File: config.mk
export PLATFORM = sky130hd
export DESIGN_NAME = trig_seq_ctrl
export DESIGN_NICKNAME = d
export VERILOG_FILES = /design/src/verilog/trig_seq_pkg.sv /design/src/verilog/trig_seq_ctrl.sv /design/src/verilog/retrig_timer.sv
export SDC_FILE = /design/constraint.sdc
export NUM_CORES = 1
export LEC_CHECK = 0
export BUFFER_PORTS_ARGS = -buffer_cell sky130_fd_sc_hd__clkbuf_2
export CAP_MARGIN = 10
export CORE_AREA = 2 2 244 246
export CTS_CLUSTER_SIZE = 24
export DETAILED_ROUTE_END_ITERATION = 10
export DIE_AREA = 0 0 246 248
export PLACE_DENSITY = 0.75
export SLEW_MARGIN = 15
export SYNTH_ARGS = -nofsm -noshare
export SYNTH_HDL_FRONTEND = slang
export SYNTH_SLANG_ARGS = --single-unit
File: constraint.sdc
create_clock -name CLK_I -period 3.15 [get_ports CLK_I]
set_input_delay 0.1575 -clock CLK_I [delete_from_list [all_inputs] [get_ports CLK_I]]
set_output_delay 0.1575 -clock CLK_I [all_outputs]
set_load 0.02 [all_outputs]
File: src/verilog/trig_seq_pkg.sv
/*
  Shared constants for the trigger and sequence-advance controller:
  register offsets, field positions, reset values, encodings and timing counts.
  Assumes a 10 MHz system clock.
*/
package trig_seq_pkg;
  // Register byte offsets
  localparam logic [7:0] ADDR_CTRL = 8'h00;
  localparam logic [7:0] ADDR_TRIG = 8'h04;
  localparam logic [7:0] ADDR_DELAY = 8'h08;
  localparam logic [7:0] ADDR_TRIG_OUT = 8'h0c;
  localparam logic [7:0] ADDR_SEQ_LEN = 8'h10;
  localparam logic [7:0] ADDR_STEP_WR = 8'h14;
  localparam logic [7:0] ADDR_STATUS = 8'h18;

  // Control register fields
  localparam int CTRL_TRIGGERED_BIT = 0;
  localparam int CTRL_RETRIG_BIT = 1;
  localparam int CTRL_SLOPE_BIT = 2;
  localparam int CTRL_SEQ_BIT = 3;
  localparam int CTRL_SRC_LSB = 4;
  localparam int CTRL_ADV_LSB = 8;
  localparam logic [9:0] CTRL_RST = 10'h000;

  // Trigger source codes
  localparam logic [3:0] SRC_BUS = 4'h0;
  localparam logic [3:0] SRC_EXT = 4'h1;
  localparam logic [3:0] SRC_BP0 = 4'h2;
  localparam logic [3:0] SRC_BP7 = 4'h9;

  // Advance modes
  localparam logic [1:0] ADV_AUTO = 2'h0;
  localparam logic [1:0] ADV_STEP = 2'h1;
  localparam logic [1:0] ADV_SINGLE = 2'h2;

  // Sequence table
  localparam int STEPS = 16;
  localparam int IDX_W = 4;
  localparam int SEG_W = 8;
  localparam int LOOP_W = 20;
  localparam int STEP_IDX_LSB = 0;
  localparam int STEP_SEG_LSB = 4;
  localparam int STEP_LOOP_LSB = 12;
  localparam logic [4:0] SEQ_LEN_RST = 5'h01;
  localparam logic [7:0] TRIG_OUT_RST = 8'h00;

  // Status fields
  localparam int STAT_BUSY_BIT = 0;
  localparam int STAT_WAIT_BIT = 1;
  localparam int STAT_CUR_LSB = 4;
  localparam int STAT_PTR_LSB = 8;
  localparam int STAT_LOOPS_LSB = 12;

  // Timing
  localparam int CLK_PERIOD_NS = 100;
  localparam int RETRIG_MIN_NS = 1000;
  localparam int RETRIG_MAX_S = 10;
  localparam int DELAY_W = 27;
  localparam int RETRIG_MIN_CYC = (RETRIG_MIN_NS + CLK_PERIOD_NS - 1) / CLK_PERIOD_NS;
  localparam longint RETRIG_MAX_CYC_L = (longint'(RETRIG_MAX_S) * 64'd1000000000) / CLK_PERIOD_NS;
  localparam int RETRIG_MAX_CYC = int'(RETRIG_MAX_CYC_L);
  localparam logic [DELAY_W-1:0] DELAY_RST = DELAY_W'(RETRIG_MIN_CYC);
endpackage : trig_seq_pkg

File: src/verilog/trig_seq_ctrl.sv
/*
  Trigger and sequence-advance controller: trigger source and slope selection,
  triggered runs, re-trigger delay, backplane trigger drive and step table playback.
  Assumes all inputs are synchronous to CLK_I and a waveform engine that repeats
  SEG_O while PLAY_O is high and pulses WAVE_END_I at the end of every segment cycle.
*/
`timescale 1ns/100ps
module trig_seq_ctrl #(
  parameter int RETRIG_MAX_CYC = trig_seq_pkg::RETRIG_MAX_CYC
) (
  input wire logic CLK_I,
  input wire logic SYS_RST_I,
  input wire logic [7:0] ADDR_I,
  input wire logic [31:0] WDATA_I,
  input wire logic WE_I,
  input wire logic RE_I,
  output logic [31:0] RDATA_O,
  input wire logic EXT_TRIG_I,
  input wire logic [7:0] BP_TRIG_I,
  output logic [7:0] BP_TRIG_O,
  output logic [7:0] BP_TRIG_OE_O,
  input wire logic WAVE_END_I,
  output logic PLAY_O,
  output logic START_O,
  output logic [trig_seq_pkg::SEG_W-1:0] SEG_O
);
  typedef enum logic [2:0] {
    ST_IDLE = 3'b001,
    ST_PLAY = 3'b010,
    ST_WAIT = 3'b100
  } state_t;

  localparam logic [trig_seq_pkg::DELAY_W-1:0] DLY_MIN = trig_seq_pkg::DELAY_W'(trig_seq_pkg::RETRIG_MIN_CYC);
  localparam logic [trig_seq_pkg::DELAY_W-1:0] DLY_MAX = trig_seq_pkg::DELAY_W'(RETRIG_MAX_CYC);

  // Register file
  logic [9:0] ctrl_q;
  logic [9:0] ctrl_d;
  logic [trig_seq_pkg::DELAY_W-1:0] delay_q;
  logic [trig_seq_pkg::DELAY_W-1:0] delay_d;
  logic [7:0] tout_q;
  logic [7:0] tout_d;
  logic [4:0] len_q;
  logic [4:0] len_d;
  logic bus_trig_q;
  logic bus_trig_d;
  logic [31:0] rdata_q;
  logic [31:0] rdata_d;
  logic [trig_seq_pkg::SEG_W-1:0] tab_seg [trig_seq_pkg::STEPS];
  logic [trig_seq_pkg::LOOP_W-1:0] tab_loop [trig_seq_pkg::STEPS];

  // Sequencer state
  state_t state_q;
  state_t state_d;
  logic [trig_seq_pkg::IDX_W-1:0] cur_q;
  logic [trig_seq_pkg::IDX_W-1:0] cur_d;
  logic [trig_seq_pkg::IDX_W-1:0] ptr_q;
  logic [trig_seq_pkg::IDX_W-1:0] ptr_d;
  logic [trig_seq_pkg::LOOP_W-1:0] loops_q;
  logic [trig_seq_pkg::LOOP_W-1:0] loops_d;
  logic [trig_seq_pkg::SEG_W-1:0] seg_q;
  logic [trig_seq_pkg::SEG_W-1:0] seg_d;
  logic play_q;
  logic play_d;
  logic start_q;
  logic start_d;
  logic [7:0] bp_out_q;
  logic [7:0] bp_out_d;
  logic prev_q;
  logic timer_load;
  logic timer_cancel;
  logic timer_done;

  // Decoded control fields
  logic triggered;
  logic retrig_en;
  logic slope_neg;
  logic seq_en;
  logic [3:0] src;
  logic [1:0] adv;
  logic [3:0] bp_idx;
  logic src_lvl;
  logic edge_hit;
  logic trig;
  logic go;
  logic [trig_seq_pkg::IDX_W-1:0] last_idx;
  logic [trig_seq_pkg::IDX_W-1:0] idx;
  logic [trig_seq_pkg::IDX_W-1:0] nxt;
  logic [trig_seq_pkg::DELAY_W-1:0] wr_delay;

  assign triggered = ctrl_q[trig_seq_pkg::CTRL_TRIGGERED_BIT];
  assign retrig_en = ctrl_q[trig_seq_pkg::CTRL_RETRIG_BIT];
  assign slope_neg = ctrl_q[trig_seq_pkg::CTRL_SLOPE_BIT];
  assign seq_en = ctrl_q[trig_seq_pkg::CTRL_SEQ_BIT];
  assign src = ctrl_q[trig_seq_pkg::CTRL_SRC_LSB +: 4];
  assign adv = ctrl_q[trig_seq_pkg::CTRL_ADV_LSB +: 2];
  assign bp_idx = src - trig_seq_pkg::SRC_BP0;
  assign last_idx = (len_q == 5'h00) ? 4'h0 : 4'(len_q - 5'h01);
  assign wr_delay = WDATA_I[trig_seq_pkg::DELAY_W-1:0];

  // Trigger source, slope and qualification
  always_comb begin
    src_lvl = 1'b0;
    if (src == trig_seq_pkg::SRC_EXT) begin
      src_lvl = EXT_TRIG_I;
    end else if (src >= trig_seq_pkg::SRC_BP0 && src <= trig_seq_pkg::SRC_BP7) begin
      src_lvl = BP_TRIG_I[bp_idx[2:0]];
    end
    edge_hit = slope_neg ? (prev_q & ~src_lvl) : (~prev_q & src_lvl);
    if (src == trig_seq_pkg::SRC_BUS) begin
      trig = bus_trig_q;
    end else begin
      trig = edge_hit;
    end
  end

  // Register writes and reads
  always_comb begin
    ctrl_d = ctrl_q;
    delay_d = delay_q;
    tout_d = tout_q;
    len_d = len_q;
    bus_trig_d = 1'b0;
    rdata_d = 32'h0000_0000;
    if (WE_I) begin
      case (ADDR_I)
        trig_seq_pkg::ADDR_CTRL: ctrl_d = WDATA_I[9:0];
        trig_seq_pkg::ADDR_TRIG: bus_trig_d = WDATA_I[0];
        trig_seq_pkg::ADDR_DELAY: begin
          if (wr_delay < DLY_MIN) begin
            delay_d = DLY_MIN;
          end else if (wr_delay > DLY_MAX) begin
            delay_d = DLY_MAX;
          end else begin
            delay_d = wr_delay;
          end
        end
        trig_seq_pkg::ADDR_TRIG_OUT: tout_d = WDATA_I[7:0];
        trig_seq_pkg::ADDR_SEQ_LEN: len_d = (WDATA_I[4:0] > 5'h10) ? 5'h10 : WDATA_I[4:0];
        default: ;
      endcase
    end
    if (RE_I) begin
      case (ADDR_I)
        trig_seq_pkg::ADDR_CTRL: rdata_d = {22'h000000, ctrl_q};
        trig_seq_pkg::ADDR_DELAY: rdata_d = {5'h00, delay_q};
        trig_seq_pkg::ADDR_TRIG_OUT: rdata_d = {24'h000000, tout_q};
        trig_seq_pkg::ADDR_SEQ_LEN: rdata_d = {27'h0000000, len_q};
        trig_seq_pkg::ADDR_STATUS: begin
          rdata_d[trig_seq_pkg::STAT_BUSY_BIT] = (state_q == ST_PLAY);
          rdata_d[trig_seq_pkg::STAT_WAIT_BIT] = (state_q == ST_WAIT);
          rdata_d[trig_seq_pkg::STAT_CUR_LSB +: 4] = cur_q;
          rdata_d[trig_seq_pkg::STAT_PTR_LSB +: 4] = ptr_q;
          rdata_d[trig_seq_pkg::STAT_LOOPS_LSB +: trig_seq_pkg::LOOP_W] = loops_q;
        end
        default: rdata_d = 32'h0000_0000;
      endcase
    end
  end

  always_ff @(posedge CLK_I) begin
    if (SYS_RST_I) begin
      ctrl_q <= trig_seq_pkg::CTRL_RST;
      delay_q <= trig_seq_pkg::DELAY_RST;
      tout_q <= trig_seq_pkg::TRIG_OUT_RST;
      len_q <= trig_seq_pkg::SEQ_LEN_RST;
      bus_trig_q <= 1'b0;
      rdata_q <= 32'h0000_0000;
      prev_q <= 1'b0;
    end else begin
      ctrl_q <= ctrl_d;
      delay_q <= delay_d;
      tout_q <= tout_d;
      len_q <= len_d;
      bus_trig_q <= bus_trig_d;
      rdata_q <= rdata_d;
      prev_q <= src_lvl;
    end
  end

  // Step table storage
  always_ff @(posedge CLK_I) begin
    if (WE_I && ADDR_I == trig_seq_pkg::ADDR_STEP_WR) begin
      tab_seg[WDATA_I[trig_seq_pkg::STEP_IDX_LSB +: 4]] <= WDATA_I[trig_seq_pkg::STEP_SEG_LSB +: 8];
      tab_loop[WDATA_I[trig_seq_pkg::STEP_IDX_LSB +: 4]] <= WDATA_I[trig_seq_pkg::STEP_LOOP_LSB +: 20];
    end
  end

  // Sequencer
  always_comb begin
    state_d = state_q;
    cur_d = cur_q;
    ptr_d = ptr_q;
    loops_d = loops_q;
    seg_d = seg_q;
    play_d = play_q;
    start_d = 1'b0;
    bp_out_d = 8'h00;
    timer_load = 1'b0;
    timer_cancel = 1'b0;
    go = 1'b0;
    nxt = cur_q + 4'h1;
    idx = (seq_en && adv != trig_seq_pkg::ADV_AUTO) ? ptr_q : 4'h0;
    case (state_q)
      ST_IDLE: go = triggered ? trig : 1'b1;
      ST_WAIT: begin
        if (!triggered || !retrig_en) begin
          state_d = ST_IDLE;
          timer_cancel = 1'b1;
        end else begin
          go = timer_done;
        end
      end
      ST_PLAY: begin
        if (WAVE_END_I) begin
          if (loops_q > 20'h00001) begin
            loops_d = loops_q - 20'h00001;
          end else if (seq_en && adv == trig_seq_pkg::ADV_AUTO && cur_q != last_idx) begin
            cur_d = nxt;
            seg_d = tab_seg[nxt];
            loops_d = (tab_loop[nxt] == '0) ? 20'h00001 : tab_loop[nxt];
            start_d = 1'b1;
          end else begin
            play_d = 1'b0;
            if (seq_en && adv != trig_seq_pkg::ADV_AUTO) begin
              ptr_d = (cur_q == last_idx) ? 4'h0 : nxt;
            end
            if (triggered && retrig_en) begin
              state_d = ST_WAIT;
              timer_load = 1'b1;
            end else begin
              state_d = ST_IDLE;
            end
          end
        end
      end
      default: begin
        state_d = ST_IDLE;
        play_d = 1'b0;
      end
    endcase
    if (go) begin
      state_d = ST_PLAY;
      cur_d = idx;
      seg_d = tab_seg[idx];
      if (!seq_en || adv == trig_seq_pkg::ADV_SINGLE) begin
        loops_d = 20'h00001;
      end else begin
        loops_d = (tab_loop[idx] == '0) ? 20'h00001 : tab_loop[idx];
      end
      play_d = 1'b1;
      start_d = 1'b1;
      bp_out_d = tout_q;
    end
  end

  always_ff @(posedge CLK_I) begin
    if (SYS_RST_I) begin
      state_q <= ST_IDLE;
      cur_q <= 4'h0;
      ptr_q <= 4'h0;
      loops_q <= 20'h00000;
      seg_q <= 8'h00;
      play_q <= 1'b0;
      start_q <= 1'b0;
      bp_out_q <= 8'h00;
    end else begin
      state_q <= state_d;
      cur_q <= cur_d;
      ptr_q <= ptr_d;
      loops_q <= loops_d;
      seg_q <= seg_d;
      play_q <= play_d;
      start_q <= start_d;
      bp_out_q <= bp_out_d;
    end
  end

  retrig_timer u_timer (
    .clk_i(CLK_I),
    .rst_i(SYS_RST_I),
    .load_i(timer_load),
    .cancel_i(timer_cancel),
    .value_i(delay_q),
    .done_o(timer_done)
  );

  assign RDATA_O = rdata_q;
  assign BP_TRIG_O = bp_out_q;
  assign BP_TRIG_OE_O = bp_out_q;
  assign PLAY_O = play_q;
  assign START_O = start_q;
  assign SEG_O = seg_q;
endmodule : trig_seq_ctrl

File: src/verilog/retrig_timer.sv
/*
  Down counter for the re-trigger delay.
  Assumes load and cancel come from the controller in the same clock domain.
*/
`timescale 1ns/100ps
module retrig_timer (
  input wire logic clk_i,
  input wire logic rst_i,
  input wire logic load_i,
  input wire logic cancel_i,
  input wire logic [trig_seq_pkg::DELAY_W-1:0] value_i,
  output logic done_o
);
  logic [trig_seq_pkg::DELAY_W-1:0] cnt_q;
  logic [trig_seq_pkg::DELAY_W-1:0] cnt_d;
  logic done_q;
  logic done_d;

  always_comb begin
    cnt_d = cnt_q;
    done_d = 1'b0;
    if (load_i) begin
      cnt_d = value_i;
    end else if (cancel_i) begin
      cnt_d = '0;
    end else if (cnt_q != '0) begin
      cnt_d = cnt_q - 1'b1;
      done_d = (cnt_q == {{(trig_seq_pkg::DELAY_W-1){1'b0}}, 1'b1});
    end
  end

  always_ff @(posedge clk_i) begin
    if (rst_i) begin
      cnt_q <= '0;
      done_q <= 1'b0;
    end else begin
      cnt_q <= cnt_d;
      done_q <= done_d;
    end
  end

  assign done_o = done_q;
endmodule : retrig_timer

-- Word level (Yosys, flattened, before mapping)
Memory sizes are Yosys's and may differ from the RTL's.
Index checks and enable logic that the tools add are counted.
- bitwise logic cells: 12
- $add $sub $neg: 5
- muxes and demuxes: 65
- order comparisons: 7
- equality and inequality tests: 25
- reductions and logical operators: 40
- operators with widths (kind ; count):
    $mux W20 ; 8
    $pmux W28 S5 ; 1
    $mux W27 ; 5
    $logic_not A20 Y1 ; 2
    $mux W8 ; 5
    $mux W4 ; 8
    $eq A27 B1 Y1 const B ; 1
    $gt A27 B27 Y1 const B ; 1
    $lt A27 B4 Y1 const B ; 1
    $reduce_bool A27 Y1 ; 1
    $sub A27 B1 Y27 const B ; 1
    $mux W1 ; 25
    $eq A8 B5 Y1 const B ; 3
    $gt A20 B1 Y1 const B ; 1
    $sub A20 B1 Y20 const B ; 1
    $eq A8 B4 Y1 const B ; 2
    $mux W3 ; 5
    $reduce_and A5 Y1 ; 3
    $ne A2 B2 Y1 const B ; 5
    $not A1 Y1 ; 10
    $pmux W2 S5 ; 1
    $ne A3 B3 Y1 const B ; 3
    $pmux W3 S3 ; 1
    $eq A8 B3 Y1 const B ; 1
    37 further kinds ; 59
- logic and storage cells: 174
- output and inout port bits: 58
- input bits: 54
- memories: 2
- bits in writable memories: 448
- register bits after elaboration: 161
- memory list (name ; depth ; width ; read ports ; clocked after Yosys merged registers in ; wr ports ; line ; text):
    tab_loop ; 16 ; 20 ; 2 ; 0 ; 1 ; trig_seq_ctrl.sv:50 ; logic [trig_seq_pkg::LOOP_W-1:0] tab_loop [trig_seq_pkg::STEPS];
    tab_seg ; 16 ; 8 ; 2 ; 0 ; 1 ; trig_seq_ctrl.sv:49 ; logic [trig_seq_pkg::SEG_W-1:0] tab_seg [trig_seq_pkg::STEPS];

-- Longest topological paths before layout
Gate-level depths: netlist of the first run.
- word-level depth: 13
- gate-level depth with buffers: 14
- mapped depth without buffers: 11

-- Modules after synthesis
From an unflattened synthesis of the first run, not the netlist that was laid out.
- cells, all modules: 2273
- area total of the unflattened synthesis: 28991.6 sq um
- by module, submodules not included (module ; area each (sq um) ; times used ; sequential area each (sq um) ; cells an instance):
    trig_seq_ctrl ; 27340.0 ; 1 ; 16115.5 ; 2067
    retrig_timer ; 1651.6 ; 1 ; 560.5 ; 206

-- Worst setup path before layout of the first run
No wires, ideal clock.
- path type: input port to flip-flop
- from: input port ADDR_I[5]
- to: memory tab_loop[0][0] (netlist name), enable pin
- data arrival time: 2.352 ns
- stages: 4
- buffers on the path: 0
- path slack: 0.385 ns
- path through: nor3_1 > nand4_1 > or3_1 > nor2_1
- longest elaborated chain between the ends: 4
- ends and longest elaborated chain (item ; line ; text):
    from (decl) ; trig_seq_ctrl.sv:13 ; input wire logic [7:0] ADDR_I,
    $eq A8 B5 Y1 ; trig_seq_ctrl.sv:183 ; if (WE_I && ADDR_I == trig_seq_pkg::ADDR_STEP_WR) begin
    $logic_and A1 B1 Y1 ; trig_seq_ctrl.sv:183 ;
    $mux W1 ; trig_seq_ctrl.sv:183 ;
    $mux W1 (implied by the code) ; trig_seq_ctrl.sv:185 ; tab_loop[WDATA_I[trig_seq_pkg::STEP_IDX_LSB +: 4]] <= WDATA_I[trig_seq_pkg::STEP_LOOP_LSB +: 20];
    to (decl) ; trig_seq_ctrl.sv:50 ;
Every way passes these cells.

-- Final worst setup path of the first run
- from: register ctrl_q[8]
- to: register loops_q[0] (netlist name)
- longest elaborated chain between the ends: 8
- elaborated cells on any way between the ends: 15
- ends and longest elaborated chain (item ; line ; text):
    from (decl) ; trig_seq_ctrl.sv:37 ; logic [9:0] ctrl_q;
    from (signal assigned) ; trig_seq_ctrl.sv:163 ; ctrl_q <= trig_seq_pkg::CTRL_RST;
    from (signal assigned) ; trig_seq_ctrl.sv:171 ; ctrl_q <= ctrl_d;
    $reduce_bool A2 Y1 ; trig_seq_ctrl.sv:203 ; idx = (seq_en && adv != trig_seq_pkg::ADV_AUTO) ? ptr_q : 4'h0;
    $logic_and A1 B1 Y1 ; trig_seq_ctrl.sv:203 ;
    $mux W4 ; trig_seq_ctrl.sv:203 ;
    $mem_v2 Z16 W20 ; n/a ;
    $logic_not A20 Y1 ; trig_seq_ctrl.sv:249 ; loops_d = (tab_loop[idx] == '0) ? 20'h00001 : tab_loop[idx];
    $mux W20 ; trig_seq_ctrl.sv:249 ;
    $mux W20 ; trig_seq_ctrl.sv:246 ; if (!seq_en || adv == trig_seq_pkg::ADV_SINGLE) begin
    $mux W20 ; trig_seq_ctrl.sv:242 ; if (go) begin
    to (signal assigned) ; trig_seq_ctrl.sv:271 ; loops_q <= loops_d;
    to (decl) ; trig_seq_ctrl.sv:59 ; logic [trig_seq_pkg::LOOP_W-1:0] loops_q;
Several ways; a longest one is shown, not always the timed one.
A chain may end at the register's enable or synchronous reset.

==> metrics.csv, run 1 <==
metric;value;unit
multi_input_area;0.0115;mm^2
wl;91.5;mm
cts_made_buffers;61;
setup-tns-final;0;ns
syn_area;0.0289;mm^2
max-vdd-ir-drop;0.422;mV
tritoncts;built;
initial_utilization;49.5;%
vias;22300;
layout.cells.non_filler;3294;
synth.most_common_cell;edfxtp_1;
cts-root-buf;clkbuf_16;
post_synth_num_cell_types;76;
clkTransAtPathRegs;0.07;ns
synth_edf_count;448;
drv_slew;0;
cpMaxStageDelayCell;o32ai_1;
grt_usage;29.6;%
crit_chain;o21a_1 -> nand2_1 -> buf_4 -> o32ai_1 -> nor4_1 -> a41o_1 -> a311o_1 -> o2bb2ai_1;
num-fill-cells;4542;
min_path_type;input pin to flip-flop;
synth_top_area_cell;edfxtp_1;
slew_headroom;31.8;%
critPathKind;flip-flop to flip-flop;
drt-pass1-iter-count;8;
syn_inst;2307;
synthTopCellsByCount;edfxtp_1, nor2_1, dfxtp_1;
cp_max_fo;8;
power_frac_comb;16.4;%
gp_congestion;0.974;
vias_per_cell;6.77;
pin_count;112;
holdWs;0.0235;ns
die_w;246;um
place_area;0.0313;mm^2
p_leak;11.3;nW
fin_crit_sh;93.7;%
powerDensity;565;mW/mm^2
die_h;248;um
switching_power;0.00486;W
design_area;0.0335;mm^2
synth_area_per_cell;12.5;um^2
tightest_slew;1.01;ns
cp-end-kind;flip-flop;
period_needed;2.95;ns
diodes;0;
synth_top_area_share;46.5;%
ys_ff_latch;609;
finalClockSkew;0.00938;ns
rows;89;
antenna_found_initial;2;
drv_cap;0;
hold_viol_final;0;
drc;0;
area_delta_synth_final;15.7;%
port_buffers;111;
p_clk_share;37.5;%
wire_per_inst;27.8;um
dp.cells;3158;
ys_seq_area_share;57.6;%
coreArea;0.0585;mm^2
dpl.hpwl;59.6;mm
crit_required;3.65;ns
seq_area;0.0167;mm^2
grt_pass1_vias;21800;
outcome;complete, no violations;
synth_warnings;0;
cts.path.max_buffers;3;
fin_nets;2530;
insertion_delay;0.63;ns
dieArea;0.0610;mm^2
max_freq;339;MHz
cp.arrival;3.45;ns
fin_util;57.3;%
setup_viol_count_final;0;
cts_sinks;609;
synth_nets;2367;
swShare;25.7;%
synthArstFlopShare;0;%
seqPwrFrac;46.1;%
synthTopCellsByArea;edfxtp_1, dfxtp_1, mux4_2, mux2i_1, nor2_1;
internal-power;0.0141;W
rsz0062_at_grt;false;
h-tree-depth;2;
worstSetupStartpointType;flip-flop;
cpPeakStageDelay;0.57;ns
synth-main-ff-cell;edfxtp_1;
grt_start_max_net_pins;60;
drt_iter0_markers;3402;
ant_nets;0;
drive_above_1_share;21.1;%
grt-ovfl-total;0;
grt_pass1_wl;135;mm
logic make-up (layout without fill, tap and decap cells):
family                   count (synthesis)  in the layout  share of synthesized area, %
multiplexers                           299            299                          15.6
AO/OA/AOI/OAI                          489            489                          11.5
AND/OR/NAND/NOR                        659            659                          10.6
buffers and inverters                  208            422                          3.23
flip-flops                             609            609                          57.6
adder cells (fa/ha/maj)                  6              6                         0.259
XOR/XNOR                                37             37                          1.15
state kept, by name (all words and copies together) (netlist names):
| signal | count |
|---|---|
| BP_TRIG_O | 8 |
| PLAY_O | 1 |
| RDATA_O | 32 |
| SEG_O | 8 |
| START_O | 1 |
| bus_trig_q | 1 |
| ctrl_q | 10 |
| cur_q | 4 |
| delay_q | 27 |
| len_q | 5 |
| loops_q | 20 |
| prev_q | 1 |
| ptr_q | 4 |
| state_q | 3 |
| tab_loop | 320 |
| tab_seg | 128 |
| tout_q | 8 |
| u_timer.cnt_q | 27 |
| u_timer.done_o | 1 |
worst paths after layout:
path                               start                       to  slack, ns  depth (start not counted)
setup / recovery  ctrl_q[8]$_SDFFE_PP0P_  loops_q[0]$_SDFFE_PP0P_       0.20                          8
hold / removal               WDATA_I[10]  tab_seg[2][6]$_DFFE_PP_       0.02                          2
setup reg to reg  ctrl_q[8]$_SDFFE_PP0P_  loops_q[0]$_SDFFE_PP0P_       0.20                          8
hold reg to reg   tout_q[7]$_SDFFE_PP0P_  BP_TRIG_O[7]$_SDFF_PP0_       0.49                          1
metrics by stage:
step                      setup WS [ns]  power [W]
after global placement            0.227     0.0119
after global routing             0.0228     0.0194
after CTS                         0.136     0.0189
after detailed placement          0.157     0.0119
final                             0.199     0.0189
after floorplan                   0.385     0.0108
layout by cell type, fill, tap and decap left out, types with 11 or more instances in the layout:
master / netlist / final
o221ai_1: 25 / 25
nor2_4: 1 / 18
and2_1: 23 / 23
dlygate4sd3_1: 0 / 20
inv_1: 24 / 24
buf_12: 0 / 29
o22ai_1: 38 / 38
mux2_2: 22 / 22
a21oi_1: 103 / 103
a22oi_1: 92 / 92
nand3_1: 48 / 48
nand4_1: 11 / 11
nor4_1: 30 / 30
nand2b_1: 14 / 14
a31oi_1: 31 / 31
or3_1: 15 / 15
nor2b_1: 13 / 12
nor3_1: 78 / 77
edfxtp_1: 448 / 448
clkinv_2: 0 / 11
clkbuf_16: 0 / 61
dfxtp_1: 161 / 158
o21ai_0: 54 / 54
mux4_2: 118 / 118
buf_4: 14 / 124
a221oi_1: 35 / 35
nor2_1: 244 / 225
o211ai_1: 25 / 25
clkbuf_1: 89 / 18
xor2_1: 22 / 21
mux2i_1: 158 / 157
nand2_1: 141 / 141
a211oi_1: 27 / 27
xnor2_1: 14 / 14
clkbuf_2: 0 / 110
repair_timing:
action                                 CTS  global route
endpoints found under the hold margin  208             0
resized for setup                        0             2
setup buffers                            0             2
hold buffers                            20             0
setup endpoints to repair                0            40
final cells by class:
class                           instances  share of cell area (%)
Sequential cell                       609                    49.8
Tap cell                              773                    2.89
Timing Repair Buffer                  283                    6.76
Clock inverter                         28                   0.721
Multi-Input combinational cell       1490                    34.5
Clock buffer                           86                    5.05
Inverter                               25                   0.280
power groups by stage:
stage	Sequential, W	Clock (W)	Combinational [W]
after floorplan	0.00887	0	0.00197
after global placement	0.00888	0	0.00297
after detailed placement	0.00888	0	0.00302
after CTS	0.00871	0.00714	0.00305
after global routing	0.00871	0.00743	0.00325
final	0.00872	0.00709	0.00310
routing by layer:
layer / up-vias / global-route usage [%] / routed length (um)
met3: 316 / 6.69 / 11000
met1: 10900 / 38.4 / 33800
met5: - / 0 / 13
met2: 1729 / 46.6 / 41700
li1: 9319 / - / -
met4: 2 / 15.5 / 4920
worst max-delay path, delay by kind of cell, from the launching register on:
kind / cells / cell delay, ns
simple gates: 2 / 0.41
flops: 1 / 0.55
compound gates: 5 / 1.60
buf+inv: 1 / 0.27
No activity file was read; power rests on OpenSTA's default activity.
==> inputs of run 2 (changes only) <==
- CORE_AREA: 2 2 244 246 -> 3 3 245 247
- CTS_CLUSTER_SIZE: 24 -> 14
- DIE_AREA: 0 0 246 248 -> 0 0 248 250
==> run 2 against run 1 <==
Net effect:
- worst hold slack improved by 0.0031 ns
- first-iteration DRC count is 11% lower
- via count down 0.14%
- combinational power about the same
- sequential power barely moved
- sequential share of layout area is essentially flat
- core utilization grew 0.64 points
- final cell count down 0.61%
- non-clock buffer count is 10 lower
- global-route usage down 0.37 points
- highest routed layer is now met4
==> metrics.csv, run 2 (synthesized netlist as in run 1, its figures left out) <==
metric;value;unit;change
tightest_slew;0.860;ns;was 1.01 ns
gp_congestion;0.962;;was 0.974
cts_made_buffers;61;;unchanged
rsz0062_at_grt;false;;unchanged
p_clk_share;38.4;%;was 37.5%
fin_nets;2520;;was 2,530
critPathKind;flip-flop to flip-flop;;unchanged
pre_cts_ws;0.0339;ns;was 0.157 ns
mostFrequentLayoutCells;edfxtp_1, nor2_1, dfxtp_1, mux2i_1, nand2_1;;unchanged
dieArea;0.0620;mm^2;was 0.0610 mm^2
vias_per_cell;6.80;;was 6.77
drt-pass1-iter-count;8;;unchanged
reg2reg_depth;10;;was 8
coreArea;0.0578;mm^2;was 0.0585 mm^2
area_delta_synth_final;15.7;%;about the same
seqPwrFrac;45.5;%;was 46.1%
cp_max_fo;19;;was 8
port_buffers;111;;unchanged
slew_headroom;41.9;%;was 31.8%
crit_chain;buf_4 -> o21ai_4 -> buf_4 -> o22ai_1 -> o21ai_0 -> nor2_1 -> a31oi_1 -> nor4_1 -> a311o_1 -> o2bb2ai_1;;was o21a_1 -> nand2_1 -> buf_4 -> o32ai_1 -> nor4_1 -> a41o_1 -> a311o_1 -> o2bb2ai_1
drc;0;;unchanged
min_path_type;input pin to flip-flop;;unchanged
cts_sinks;609;;unchanged
grt_pass1_wl;136;mm;was 135 mm
max-vdd-ir-drop;0.461;mV;was 0.422 mV
grt_start_max_net_pins;68;;was 60
cts-root-buf;clkbuf_16;;unchanged
power_frac_comb;16.0;%;was 16.4%
rows;88;;was 89
die_h;250;um;was 248 um
grt_usage;29.2;%;was 29.6%
max_freq;320;MHz;was 339 MHz
mostFrequentLayoutCell;edfxtp_1;;unchanged
layout.cells.non_filler;3274;;was 3,294
powerDensity;572;mW/mm^2;was 565 mW/mm^2
antenna_found_initial;3;;was 2
r2r-start;ctrl_q[9]$_SDFFE_PP0P_;;was ctrl_q[8]$_SDFFE_PP0P_
hp-start;WDATA_I[14];;was WDATA_I[10]
cts.path.max_buffers;3;;unchanged
r2r-end;loops_q[0]$_SDFFE_PP0P_;;unchanged
ant_nets;0;;unchanged
switching_power;0.00490;W;was 0.00486 W
cpPeakStageDelay;0.53;ns;was 0.57 ns
p_total;0.0191;W;was 0.0189 W
crit_path_frequent_cell;buf_4;;
drv_cap;0;;unchanged
dp.cells;3146;;was 3,158
grt_pass1_vias;21900;;was 21.8k
vias;22300;;about the same
wire_per_inst;28.1;um;was 27.8 um
cpMaxStageDelayCell;o21ai_0;;was o32ai_1
setup-tns-final;0;ns;unchanged
crit_end;loops_q[0]$_SDFFE_PP0P_;;unchanged
num-fill-cells;4471;;was 4,542
setup_viol_count_final;0;;unchanged
wl;91.9;mm;was 91.5 mm
dpl.hpwl;57.8;mm;was 59.6 mm
largest_reg_flops;320;;unchanged
crit_start;ctrl_q[9]$_SDFFE_PP0P_;;was ctrl_q[8]$_SDFFE_PP0P_
insertion_delay;0.65;ns;was 0.63 ns
internal-power;0.0142;W;was 0.0141 W
p_leak;11.3;nW;about the same
clkTransAtPathRegs;0.06;ns;was 0.07 ns
hold_viol_final;0;;unchanged
swShare;25.6;%;was 25.7%
worstSetupStartpointType;flip-flop;;unchanged
reg2reg_setup_slack;0.02;ns;was 0.20 ns
initial_utilization;50.1;%;was 49.5%
h-tree-depth;2;;unchanged
outcome;complete, no violations;;unchanged
cp-end-kind;flip-flop;;unchanged
fin_ws;0.0236;ns;was 0.199 ns
grt-ovfl-total;0;;unchanged
pin_count;112;;unchanged
fin_crit_sh;99.2;%;was 93.7%
period_needed;3.13;ns;was 2.95 ns
finalClockSkew;0.0235;ns;was 0.00938 ns
cp.arrival;3.63;ns;was 3.45 ns
drt_iter0_markers;3028;;was 3,402
tritoncts;built;;unchanged
drive_above_1_share;21.2;%;was 21.1%
crit_required;3.66;ns;was 3.65 ns
holdWs;0.0266;ns;was 0.0235 ns
drv_slew;0;;unchanged
die_w;248;um;was 246 um
-- run 2: worst min path at each step --
stage | slack, ns | end | depth (start not counted)
floorplan | 0.26 | tab_loop[0][0]$_DFFE_PP_ | 0
global placement | 0.42 | tab_loop[7][3]$_DFFE_PP_ | 1
detailed placement | 0.43 | tab_seg[5][3]$_DFFE_PP_ | 1
CTS | 0.00006 | tab_seg[14][1]$_DFFE_PP_ | 2
global route | 0.01 | tab_seg[3][1]$_DFFE_PP_ | 2
finish | 0.03 | tab_loop[2][2]$_DFFE_PP_ | 2
-- run 2: timing repair --
action,CTS,global route
endpoints found under the setup margin,1,13
hold buffers,15,0
setup buffers,0,1
endpoints found under the hold margin,96,0
gates resized for setup,1,5
-- run 2: power groups by stage --
stage	clock network [W]	registers, W	logic, W
after floorplan	0	0.00887	0.00197
after detailed placement	0	0.00888	0.00298
after global placement	0	0.00888	0.00293
final	0.00735	0.00871	0.00307
after global routing	0.00773	0.00871	0.00324
after CTS	0.00740	0.00871	0.00301
-- run 2: metrics by stage --
stage	area, um^2	utilization (%)
global route	33500	57.9
detailed placement	31300	54.1
finish	33500	57.9
floorplan	28900	-
CTS	33400	57.9
global placement	31300	54.1
-- run 2: cell type report --
class / instances / area [um^2] / area share (%)
diodes: 2 / 5.00 / 0.0149
well taps: 765 / 957 / 2.86
repair buffers: 273 / 2170 / 6.47
clock inverters: 30 / 329 / 0.983
multi-input cells: 1490 / 11600 / 34.5
inverters: 25 / 93.8 / 0.280
flip-flops and latches: 609 / 16700 / 49.8
clock buffers: 80 / 1690 / 5.05
-- run 2: layer usage --
metal  wire [um]  track usage [%]  vias to the layer above  share of wire [%]
met1       33300             38.1                    10900                 36
met3       11500             7.44                      346                 13
met4        5080             14.6                        0                5.5
met5           0                0                        -                  0
li1            -                -                     9336                  -
met2       42000             45.4                     1678                 46
-- run 2: worst max-delay path: cells and delay by family (launching register included) --
| family | cells | cell delay [ns] |
|---|---|---|
| compound gates | 6 | 1.89 |
| buf+inv | 2 | 0.54 |
| flops | 1 | 0.31 |
| simple gates | 2 | 0.25 |
